File: config.mk
export PLATFORM = sky130hd
export DESIGN_NAME = gpioa_top
export DESIGN_NICKNAME = d
export VERILOG_FILES = /design/src/rtl/gpioa_pkg.sv /design/src/rtl/gpioa_chg_if.sv /design/src/rtl/gpioa_sync.sv /design/src/rtl/gpioa_chg.sv /design/src/rtl/gpioa_top.sv
export VERILOG_INCLUDE_DIRS = /design/src /design/src/rtl
export SDC_FILE = /design/constraint.sdc
export NUM_CORES = 1
export LEC_CHECK = 0
export BUFFER_PORTS_ARGS = -buffer_cell sky130_fd_sc_hd__buf_2
export CAP_MARGIN = 0
export CORE_ASPECT_RATIO = 0.8
export CORE_MARGIN = 3
export CORE_UTILIZATION = 52
export DETAILED_ROUTE_END_ITERATION = 8
export PLACE_DENSITY = 0.84
export SYNTH_ARGS = -nofsm -noshare
export SYNTH_HDL_FRONTEND = slang
export SYNTH_HIERARCHICAL = 1
export SYNTH_SLANG_ARGS = --single-unit
File: constraint.sdc
create_clock -name clk_in -period 3.8 [get_ports clk_in]
set_clock_uncertainty 0.1 [all_clocks]
set_input_delay 1.14 -clock clk_in [delete_from_list [all_inputs] [get_ports clk_in]]
set_output_delay 1.14 -clock clk_in [all_outputs]
set_load 0.05 [all_outputs]
File: src/rtl/gpioa_cfg.svh
`ifndef GPIOA_CFG_SVH
`define GPIOA_CFG_SVH

// ----------------------------------------
// Register byte offsets (word aligned)
// ----------------------------------------
`define GPIOA_OFS_PORT 6'h00
`define GPIOA_OFS_DIR 6'h04
`define GPIOA_OFS_ANA 6'h08
`define GPIOA_OFS_PUEN 6'h0C
`define GPIOA_OFS_CIE 6'h10
`define GPIOA_OFS_STEER 6'h14
`define GPIOA_OFS_OPT 6'h18
`define GPIOA_OFS_BITMOD 6'h1C

// ----------------------------------------
// Reset values
// ----------------------------------------
`define GPIOA_RST_DIR 8'hFF
`define GPIOA_RST_LATCH 8'h00
`define GPIOA_RST_ANA 4'hF
`define GPIOA_RST_PUEN 8'h2F
`define GPIOA_RST_CIE 8'h00
`define GPIOA_RST_STEER 1'b0
`define GPIOA_RST_OPT_PU 1'b1

// ----------------------------------------
// Pin masks and field positions
// ----------------------------------------
`define GPIOA_DIR_FIXED 8'h20
`define GPIOA_PU_MASK 8'h2F
`define GPIOA_PU_SW 8'h0F
`define GPIOA_OD_MASK 8'h90
`define GPIOA_PP_MASK 8'h4F
`define GPIOA_BIT_RESET_PIN 5
`define GPIOA_BIT_SYNC_PIN 1
`define GPIOA_BIT_OPT_PU 7

`endif

File: src/rtl/gpioa_pkg.sv
package gpioa_pkg;

  // Bus slave states, one-hot
  typedef enum logic [1:0] {
    GPIOA_BUS_IDLE = 2'b01,
    GPIOA_BUS_ACK = 2'b10
  } gpioa_bus_t;

  typedef logic [7:0] gpioa_byte_t;

endpackage

File: src/rtl/gpioa_chg_if.sv
`timescale 1ns/1ps

// Levels and enables in, per-pin change events out
interface gpioa_chg_if;
  logic [7:0] level;
  logic [7:0] enable;
  logic [7:0] event_pulse;
  modport det (input level, input enable, output event_pulse);
  modport core (output level, output enable, input event_pulse);
endinterface

File: src/rtl/gpioa_sync.sv
`timescale 1ns/1ps

module gpioa_sync #(
  parameter int W = 9
) (
  input wire logic clk_in,
  input wire logic rstn_in,
  input wire logic [W-1:0] async_in,
  output logic [W-1:0] sync_out
);
  logic [W-1:0] meta;

  // Two-stage synchroniser per bit; first stage feeds only the second
  genvar i;
  generate
    for (i = 0; i < W; i++) begin : g_bit
      always_ff @(posedge clk_in) begin
        if (!rstn_in) begin
          meta[i] <= 1'b0;
          sync_out[i] <= 1'b0;
        end else begin
          meta[i] <= async_in[i];
          sync_out[i] <= meta[i];
        end
      end
    end
  endgenerate
endmodule

File: src/rtl/gpioa_chg.sv
`timescale 1ns/1ps

module gpioa_chg
  import gpioa_pkg::*;
(
  input wire logic clk_in,
  input wire logic rstn_in,
  gpioa_chg_if.det chg
);
  gpioa_byte_t prev;
  gpioa_byte_t ev;

  // Either edge on an enabled pin gives a one-cycle event
  genvar i;
  generate
    for (i = 0; i < 8; i++) begin : g_pin
      always_ff @(posedge clk_in) begin
        if (!rstn_in) begin
          prev[i] <= 1'b0;
          ev[i] <= 1'b0;
        end else begin
          prev[i] <= chg.level[i];
          ev[i] <= chg.enable[i] & (chg.level[i] ^ prev[i]);
        end
      end
    end
  endgenerate

  assign chg.event_pulse = ev;

  ev_enabled_only_a: assert property (@(posedge clk_in) disable iff (!rstn_in)
    (ev & ~$past(chg.enable)) == 8'h00)
    else $error("change event on a pin whose enable was clear");

  ev_on_edge_a: assert property (@(posedge clk_in) disable iff (!rstn_in)
    ev == ($past(chg.enable) & ($past(chg.level) ^ $past(prev))))
    else $error("change event does not match the pin edge");
endmodule

File: src/rtl/gpioa_top.sv
`timescale 1ns/1ps
`include "gpioa_cfg.svh"

// Notes on behaviour
// - Direction bit one turns the pin driver off, making it an input.
// - Direction bit zero turns the driver on for push-pull pins, and for open-drain pins while they drive low.
// - Pin A5 is input only; its direction bit always reads one.
// - Port reads return pin levels; port writes go to the output latch.
// - Bit-modify writes are read-modify-write; untouched bits take the sampled pin levels.
// - Direction bits keep steering drivers while a pin is analog.
// - An analog-selected pin reads zero on every digital read.
// - A pin drives latch or alternate output only with direction cleared.
// - Each of the eight pins has its own change-interrupt enable bit.
// - Reset leaves change interrupts disabled on all pins.
// - Weak pull-ups exist only on A3 to A0 and A5.
// - A3 to A0 pull-ups are off for outputs, alternate functions, or global control set.
// - A5 pull-up follows the external reset pin configuration only.
// - Analog selection does not stop a pin driving digitally.
// - Analog select bits reset to analog; software clears them for digital.
// - Steering bit one puts sync clock on pin B5, zero on A1.
// - Steering changes no direction bit; only the selected pin is overridden.
// - Eight pins: five push-pull, two open-drain, one open-drain input only.
// - An enabled peripheral takes the pin away from general purpose use.
// - A3 to A0 pull-up on needs global allow, input, enable bit, and not analog.
// - Several enabled outputs on one pin: the highest priority wins.

module gpioa_top
  import gpioa_pkg::*;
(
  input wire logic clk_in,
  input wire logic rstn_in,
  input wire logic [5:0] avs_address_in,
  input wire logic avs_read_in,
  input wire logic avs_write_in,
  input wire logic [31:0] avs_writedata_in,
  input wire logic [3:0] avs_byteenable_in,
  output logic [31:0] avs_readdata_out,
  output logic avs_waitrequest_out,
  input wire logic [7:0] pin_a_in,
  output logic [7:0] pin_a_out,
  output logic [7:0] pin_a_oe_out,
  output logic [7:0] pullup_on_out,
  input wire logic reset_pin_config_in,
  input wire logic [7:0] alt_enable_in,
  input wire logic [7:0] alt_data_in,
  input wire logic sync_clk_enable_in,
  input wire logic sync_clk_data_in,
  output logic sync_clk_level_out,
  input wire logic pin_b_five_in,
  output logic pin_b_five_alt_out,
  output logic pin_b_five_data_out,
  output logic [7:0] pin_level_out,
  output logic [3:0] analog_select_out,
  output logic [7:0] change_event_out
);

  // ----------------------------------------
  // Register state
  // ----------------------------------------
  gpioa_byte_t port_a_pin_data;
  gpioa_byte_t pin_direction_a;
  logic [3:0] analog_select_a;
  gpioa_byte_t pullup_enable_a;
  gpioa_byte_t change_interrupt_enable;
  logic sync_clock_pin_select;
  logic global_pullup_control;
  logic external_reset_pin;
  gpioa_bus_t bus_state;
  gpioa_bus_t next_bus_state;
  logic [31:0] next_readdata;

  // ----------------------------------------
  // Pin sampling and derived terms
  // ----------------------------------------
  logic [8:0] pin_sync;
  gpioa_byte_t pin_read;
  gpioa_byte_t ana_wide;
  gpioa_byte_t dir_eff;
  gpioa_byte_t alt_use;
  gpioa_byte_t alt_val;
  gpioa_byte_t drive_val;
  gpioa_byte_t next_pin_out;
  gpioa_byte_t next_pin_oe;
  gpioa_byte_t next_pullup;
  logic sync_on_a1;
  logic acc;
  logic wr_port;
  logic wr_bitmod;
  logic wr_reg;

  // Pins and B5 are asynchronous to clk_in
  gpioa_sync #(
    .W(9)
  ) u_sync (
    .clk_in(clk_in),
    .rstn_in(rstn_in),
    .async_in({pin_b_five_in, pin_a_in}),
    .sync_out(pin_sync)
  );

  assign ana_wide = {4'h0, analog_select_a};
  assign pin_read = pin_sync[7:0] & ~ana_wide;
  assign dir_eff = pin_direction_a | `GPIOA_DIR_FIXED;

  // ----------------------------------------
  // Output steering
  // ----------------------------------------
  // Sync clock takes A1 only while it is steered there; B5 is handled by port B
  assign sync_on_a1 = sync_clk_enable_in & ~sync_clock_pin_select;

  // An enabled peripheral outranks the latch on its pin
  always_comb begin
    alt_use = alt_enable_in;
    alt_val = alt_data_in;
    if (sync_on_a1) begin
      alt_use[`GPIOA_BIT_SYNC_PIN] = 1'b1;
      alt_val[`GPIOA_BIT_SYNC_PIN] = sync_clk_data_in;
    end
    drive_val = (alt_use & alt_val) | (~alt_use & port_a_pin_data);
  end

  // Driver enables come from direction and, on open-drain pins, the drive value, never from analog select
  always_comb begin
    next_pin_out = drive_val & `GPIOA_PP_MASK;
    next_pin_oe = ~dir_eff & (`GPIOA_PP_MASK | (`GPIOA_OD_MASK & ~drive_val));
  end

  // A3 to A0 pull-ups gated by global control, input mode, enable bit, analog and alternate use; A5 follows the reset pin
  always_comb begin
    next_pullup = ~{8{global_pullup_control}} & dir_eff & pullup_enable_a & ~ana_wide & ~alt_use
      & `GPIOA_PU_SW;
    next_pullup[`GPIOA_BIT_RESET_PIN] = external_reset_pin;
  end

  // Registered pin side: one cycle behind the registers, but glitch free
  always_ff @(posedge clk_in) begin
    if (!rstn_in) begin
      pin_a_out <= 8'h00;
      pin_a_oe_out <= 8'h00;
      pullup_on_out <= 8'h00;
    end else begin
      pin_a_out <= next_pin_out;
      pin_a_oe_out <= next_pin_oe;
      pullup_on_out <= next_pullup;
    end
  end

  // Peripheral-facing levels and B5 override
  always_ff @(posedge clk_in) begin
    if (!rstn_in) begin
      pin_level_out <= 8'h00;
      sync_clk_level_out <= 1'b0;
      pin_b_five_alt_out <= 1'b0;
      pin_b_five_data_out <= 1'b0;
    end else begin
      pin_level_out <= pin_read;
      sync_clk_level_out <= sync_clock_pin_select ? pin_sync[8] : pin_read[`GPIOA_BIT_SYNC_PIN];
      pin_b_five_alt_out <= sync_clk_enable_in & sync_clock_pin_select;
      pin_b_five_data_out <= sync_clk_data_in;
    end
  end

  assign analog_select_out = analog_select_a;

  // ----------------------------------------
  // Change detection
  // ----------------------------------------
  gpioa_chg_if chg_bus ();

  // Analog pins read zero, so they never raise change events
  assign chg_bus.level = pin_read;
  assign chg_bus.enable = change_interrupt_enable & ~ana_wide;
  assign change_event_out = chg_bus.event_pulse;

  gpioa_chg u_chg (
    .clk_in(clk_in),
    .rstn_in(rstn_in),
    .chg(chg_bus)
  );

  // ----------------------------------------
  // Avalon-MM slave
  // ----------------------------------------
  // Every access waits exactly one cycle; writes land on the accepting edge
  assign acc = avs_read_in | avs_write_in;
  assign avs_waitrequest_out = acc & (bus_state != GPIOA_BUS_ACK);
  assign wr_reg = avs_write_in & (bus_state == GPIOA_BUS_ACK) & avs_byteenable_in[0];
  assign wr_port = wr_reg & (avs_address_in == `GPIOA_OFS_PORT);
  assign wr_bitmod = wr_reg & avs_byteenable_in[1] & (avs_address_in == `GPIOA_OFS_BITMOD);

  // Bus state sequencing
  always_comb begin
    case (bus_state)
      GPIOA_BUS_IDLE: next_bus_state = acc ? GPIOA_BUS_ACK : GPIOA_BUS_IDLE;
      GPIOA_BUS_ACK: next_bus_state = GPIOA_BUS_IDLE;
      default: next_bus_state = GPIOA_BUS_IDLE;
    endcase
  end

  always_ff @(posedge clk_in) begin
    if (!rstn_in) begin
      bus_state <= GPIOA_BUS_IDLE;
    end else begin
      bus_state <= next_bus_state;
    end
  end

  // Read mux; unmapped offsets read zero
  always_comb begin
    case (avs_address_in)
      `GPIOA_OFS_PORT: next_readdata = {24'h000000, pin_read};
      `GPIOA_OFS_DIR: next_readdata = {24'h000000, dir_eff};
      `GPIOA_OFS_ANA: next_readdata = {24'h000000, ana_wide};
      `GPIOA_OFS_PUEN: next_readdata = {24'h000000, pullup_enable_a & `GPIOA_PU_MASK};
      `GPIOA_OFS_CIE: next_readdata = {24'h000000, change_interrupt_enable};
      `GPIOA_OFS_STEER: next_readdata = {31'h00000000, sync_clock_pin_select};
      `GPIOA_OFS_OPT: next_readdata = {24'h000000, global_pullup_control, 7'h00};
      default: next_readdata = 32'h00000000;
    endcase
  end

  // Read data captured on the first edge and held through the answer
  always_ff @(posedge clk_in) begin
    if (!rstn_in) begin
      avs_readdata_out <= 32'h00000000;
    end else if (avs_read_in && bus_state == GPIOA_BUS_IDLE) begin
      avs_readdata_out <= next_readdata;
    end
  end

  // ----------------------------------------
  // Register writes
  // ----------------------------------------
  // Output latch: plain write, or bit modify built on sampled pin levels
  always_ff @(posedge clk_in) begin
    if (!rstn_in) begin
      port_a_pin_data <= `GPIOA_RST_LATCH;
    end else if (wr_port) begin
      port_a_pin_data <= avs_writedata_in[7:0];
    end else if (wr_bitmod) begin
      port_a_pin_data <= (pin_read & ~avs_writedata_in[7:0]) | (avs_writedata_in[15:8] & avs_writedata_in[7:0]);
    end
  end

  // Direction; bit five is stored but always reads and acts as input
  always_ff @(posedge clk_in) begin
    if (!rstn_in) begin
      pin_direction_a <= `GPIOA_RST_DIR;
    end else if (wr_reg && avs_address_in == `GPIOA_OFS_DIR) begin
      pin_direction_a <= avs_writedata_in[7:0];
    end
  end

  // Analog select comes up analog; software must clear it
  always_ff @(posedge clk_in) begin
    if (!rstn_in) begin
      analog_select_a <= `GPIOA_RST_ANA;
    end else if (wr_reg && avs_address_in == `GPIOA_OFS_ANA) begin
      analog_select_a <= avs_writedata_in[3:0];
    end
  end

  // Pull-up enables: only implemented bits are kept
  always_ff @(posedge clk_in) begin
    if (!rstn_in) begin
      pullup_enable_a <= `GPIOA_RST_PUEN;
    end else if (wr_reg && avs_address_in == `GPIOA_OFS_PUEN) begin
      pullup_enable_a <= avs_writedata_in[7:0] & `GPIOA_PU_MASK;
    end
  end

  // Change enables are clear after reset
  always_ff @(posedge clk_in) begin
    if (!rstn_in) begin
      change_interrupt_enable <= `GPIOA_RST_CIE;
    end else if (wr_reg && avs_address_in == `GPIOA_OFS_CIE) begin
      change_interrupt_enable <= avs_writedata_in[7:0];
    end
  end

  // Steering and global pull-up control
  always_ff @(posedge clk_in) begin
    if (!rstn_in) begin
      sync_clock_pin_select <= `GPIOA_RST_STEER;
      global_pullup_control <= `GPIOA_RST_OPT_PU;
    end else begin
      if (wr_reg && avs_address_in == `GPIOA_OFS_STEER) begin
        sync_clock_pin_select <= avs_writedata_in[0];
      end
      if (wr_reg && avs_address_in == `GPIOA_OFS_OPT) begin
        global_pullup_control <= avs_writedata_in[`GPIOA_BIT_OPT_PU];
      end
    end
  end

  // Reset-pin configuration is a strap, caught while reset is held
  always_ff @(posedge clk_in) begin
    if (!rstn_in) begin
      external_reset_pin <= reset_pin_config_in;
    end
  end

  // ----------------------------------------
  // Assertions
  // ----------------------------------------
  dir_five_fixed_a: assert property (@(posedge clk_in) disable iff (!rstn_in)
    dir_eff[`GPIOA_BIT_RESET_PIN] && !pin_a_oe_out[`GPIOA_BIT_RESET_PIN])
    else $error("pin A5 direction or driver not input only");

  input_driver_off_a: assert property (@(posedge clk_in) disable iff (!rstn_in)
    1'b1 |=> ((pin_a_oe_out & $past(dir_eff)) == 8'h00))
    else $error("driver enabled on a pin set as input");

  output_driver_on_a: assert property (@(posedge clk_in) disable iff (!rstn_in)
    1'b1 |=> ((~$past(dir_eff) & `GPIOA_PP_MASK & ~pin_a_oe_out) == 8'h00))
    else $error("push-pull output pin not driven");

  open_drain_low_a: assert property (@(posedge clk_in) disable iff (!rstn_in)
    (pin_a_out & `GPIOA_OD_MASK) == 8'h00)
    else $error("open-drain pin driven high");

  analog_reads_zero_a: assert property (@(posedge clk_in) disable iff (!rstn_in)
    (pin_read & ana_wide) == 8'h00 && (chg_bus.enable & ana_wide) == 8'h00)
    else $error("analog pin seen as digital");

  pullup_gate_a: assert property (@(posedge clk_in) disable iff (!rstn_in)
    1'b1 |=> ((pullup_on_out & 8'hD0) == 8'h00)
      && (!$past(global_pullup_control) || pullup_on_out[3:0] == 4'h0)
      && ((pullup_on_out[3:0] & ~$past(dir_eff[3:0])) == 4'h0))
    else $error("weak pull-up on where it must be off");

  // The registered pull-up still shows its reset value at the first edge after release
  reset_pin_pullup_a: assert property (@(posedge clk_in) disable iff (!rstn_in)
    $past(rstn_in) |-> pullup_on_out[`GPIOA_BIT_RESET_PIN] == $past(external_reset_pin))
    else $error("A5 pull-up does not follow reset pin configuration");

  bit_modify_a: assert property (@(posedge clk_in) disable iff (!rstn_in)
    wr_bitmod |=> port_a_pin_data == (($past(pin_read) & ~$past(avs_writedata_in[7:0]))
      | ($past(avs_writedata_in[15:8]) & $past(avs_writedata_in[7:0]))))
    else $error("bit modify did not merge sampled pin levels");

  bus_one_wait_a: assert property (@(posedge clk_in) disable iff (!rstn_in)
    (acc && bus_state == GPIOA_BUS_IDLE) |-> avs_waitrequest_out ##1 !avs_waitrequest_out)
    else $error("access not answered after exactly one wait cycle");

  // A direction write in the same cycle is software's doing, not the steering's
  steer_b_five_a: assert property (@(posedge clk_in) disable iff (!rstn_in)
    (sync_clk_enable_in && sync_clock_pin_select && !(wr_reg && avs_address_in == `GPIOA_OFS_DIR))
      |-> ##1 (pin_b_five_alt_out && pin_direction_a == $past(pin_direction_a)))
    else $error("sync clock not moved to pin B5 cleanly");
endmodule

==> results.toml <==
[setup_path]
reg2reg_slack_ps = 1800
slowest_stage = "buf_2"
path_class = "input port to output port"
crit_buf_inv = 2
r2r_start = "bus_state[1]"
crit_family = "buffers and inverters"
worstPathCellList = "buf_2 -> nor2_1 -> a21oi_1 -> buf_2"
cp_max_fo = 4
worst-path-stages = 4
cp_common_cell = "buf_2"
worstPathRequired_ps = 2560
worstSetupStartpointType = "input port"
cp_data_arrival_time_ps = 1660
endpoint_kind = "output port"
r2r_cells = 6
critPathMaxStageDelay_ps = 270
r2r-end = "analog_select_out[1]"

[power_and_ir_drop]
clock_power_share_pct = 33.9
seqPwrFrac_pct = 56.4
power_per_cell_area_nw_per_um2 = 419.5
p_sw_uw = 515.3
leakage_nw = 2.241
p_int_mw = 1.502
ir_worst_vdd_mv = 0.2638
swShare_pct = 25.55
comb_power_share_pct = 9.7

[floorplanning]
pin_count = 154
core_area_um2 = 7532
start_util_pct = 54.75
die_area_um2 = 9042
rows = 28
fp.dieW_um = 105.6
die_y_um = 85.65

[clock_network]
root_buffer = "clkbuf_8"
clk_pin_slew_ps = 90
cts_made_buffers = 9
cts_hold_buf = 0
htreeDepth = 3
cts.sinks = 106
cts_resized = 0
cts_tree = "built"
cts.path.max_buffers = 2
post_cts_buffers = 0
clkLatencyLatePin_ps = 360

[placed_design]
port_buffers = 101
hpwl_um = 7272
gp_congestion = 0.8879
numPlacedInstances = 613

[grt]
grt_pass1_wl_um = 15530
grt_pass1_vias = 3170
grt_max_degree = 31
grt.total_usage_pct = 21.51
antenna_found_initial = 0
gr-total-overflow = 0

[detailed_routing]
viasPerCell = 5.210
top_layer_used = "met4"
drtAntennaViolNets = 0
wl_met1_um = 4225
wl_per_cell_um = 15.56
wl_met2_um = 4512
drtIter0Drc = 237
drt_pre_antenna_iters = 5
drc_errors = 0
finalWirelength_um = 9770
wl_met3_um = 877
vias = 3272

[yosys]
yosysWarnings = 6
ys_async_sr_fraction_pct = 0
ys_seq_elements = 106
synth_cell_types = 50
synth_edf_count = 1
synthTopCellsByCount = "dfxtp_1, nand2_1, buf_4"
synth_top_area_cell = "dfxtp_1"
yosysMostFrequentCell = "dfxtp_1"
synth_top_area_share_pct = 50.97
synth_area_leaders = "dfxtp_1, buf_4, mux2i_1"
ys_seq_area_share_pct = 51.70
netlist_area_um2 = 4124
synthFlopType = "dfxtp_1"
post_synth.cell_area_avg_um2 = 9.913
synthCells = 416

[sta]
hold_viol = 0
rsz0062_at_grt = "false"
period_minus_slack_ps = 2901
slew-limit-headroom_pct = 57.08
maxSlewViolCount = 0
setup_tns_ps = 0
fmax_ghz = 0.3447
tightest_slew_ps = 640.9
final.period_utilization_pct = 76.33
setup_viol = 0

[worst_hold_path]
hold_depth = 1
hold_start = "u_sync/meta[1]"
min_path_type = "register to register"
min_to = "u_sync/sync_out[1]"

[layout]
fin_cells = 628
nets = 593
drive_gt1_share_pct = 30.98
n_fill_cell = 645
antenna_cells = 0
syn_to_final_growth_pct = 16.60

[job]
cap_violations = 0

[outcome]
status = "finished clean"
==> power groups by stage <==
stage	combinational, mW	clock [mW]	sequential, mW
CTS	0.195	0.693	1.14
finish	0.197	0.683	1.14
floorplan	0.147	0	1.18
global route	0.209	0.735	1.14
detailed placement	0.195	0	1.16
global placement	0.191	0	1.16
==> per-stage QoR <==
stage	util [%]	total power, mW	hold slack, ps	instance area, um2	worst slack, ps
finish	63.84	2.017	348.6	4808	899.3
global route	63.84	2.083	362.6	4808	828.7
floorplan	-	1.326	311.9	4237	631.6
detailed placement	61.28	1.358	329.0	4616	722.9
global placement	61.28	1.354	321.0	4616	785.4
CTS	63.84	2.026	351.1	4808	908.1
==> area by class of cell <==
cell class              count  area (um2)  share of cell area (%)
flip-flops and latches    106        2132                   44.34
repair buffers            110       573.1                   11.92
multi-input cells         286        1757                   36.53
well taps                 105       131.4                   2.732
inverters                   6       22.52                  0.4684
clock inverters             4       51.30                   1.067
clock buffers              11       141.4                   2.940
==> layer usage <==
layer	vias up	GRT usage, %
li1	1564	-
met1	1520	28.29
met2	164	36.00
met3	24	5.342
met4	0	5.176
met5	-	0
==> layout by cell type, fill, tap and decap left out, types with 4 or more instances in the layout <==
cell and count:
and2_2 21, o21ai_0 23, conb_1 31, xor2_1 8, and2_1 15, inv_1 5
nand3_1 24, nand2_1 37, nor2_1 21, a22oi_1 4, nand2b_1 6, buf_4 9
nor2b_1 11, buf_2 101, and3_2 6, and3_1 4, a31oi_1 6, nor3_1 4
mux2i_1 18, dfxtp_1 105, clkbuf_8 10, a21oi_1 11, nand3b_1 4
==> worst max-delay path by stage <==
| stage | start | end | slack, ps |
|---|---|---|---|
| 3_3_place_gp | avs_address_in[1] | port_a_pin_data[2] | 790 |
| 5_1_grt | avs_read_in | avs_waitrequest_out | 830 |
| 6_report | avs_read_in | avs_waitrequest_out | 900 |
| 3_5_place_dp | avs_address_in[1] | port_a_pin_data[2] | 720 |
| 4_1_cts | avs_read_in | avs_waitrequest_out | 910 |
| 2_1_floorplan | avs_write_in | avs_waitrequest_out | 630 |
==> cells by family (layout without fill, tap and decap cells) <==
kind of cell              Yosys count  in the layout  share of synthesized area (%)
other                               1             31                        0.09093
buffers and inverters              54            131                          8.586
xor gates and xnor gates            8              8                          1.699
and+or+nand+nor                   168            168                          22.91
DFF                               106            106                          51.70
AOI/OAI and AO/OA                  57             57                          8.738
muxes                              22             22                          6.280
==> sequential cells by signal (all words and copies together), names as in the netlist, 2 cells and up <==
register and flops:
u_sync/meta 9, u_sync/sync_out 9, avs_readdata_out 8, change_interrupt_enable 8
pin_level_out 8, u_chg/chg.event_pulse 8, u_chg/prev 8, pin_a_oe_out 7
pin_direction_a 7, port_a_pin_data 7, pin_a_out 5, pullup_enable_a 5
pullup_on_out 5, analog_select_out 4, bus_state 2
(Power assumes the default switching activity.)
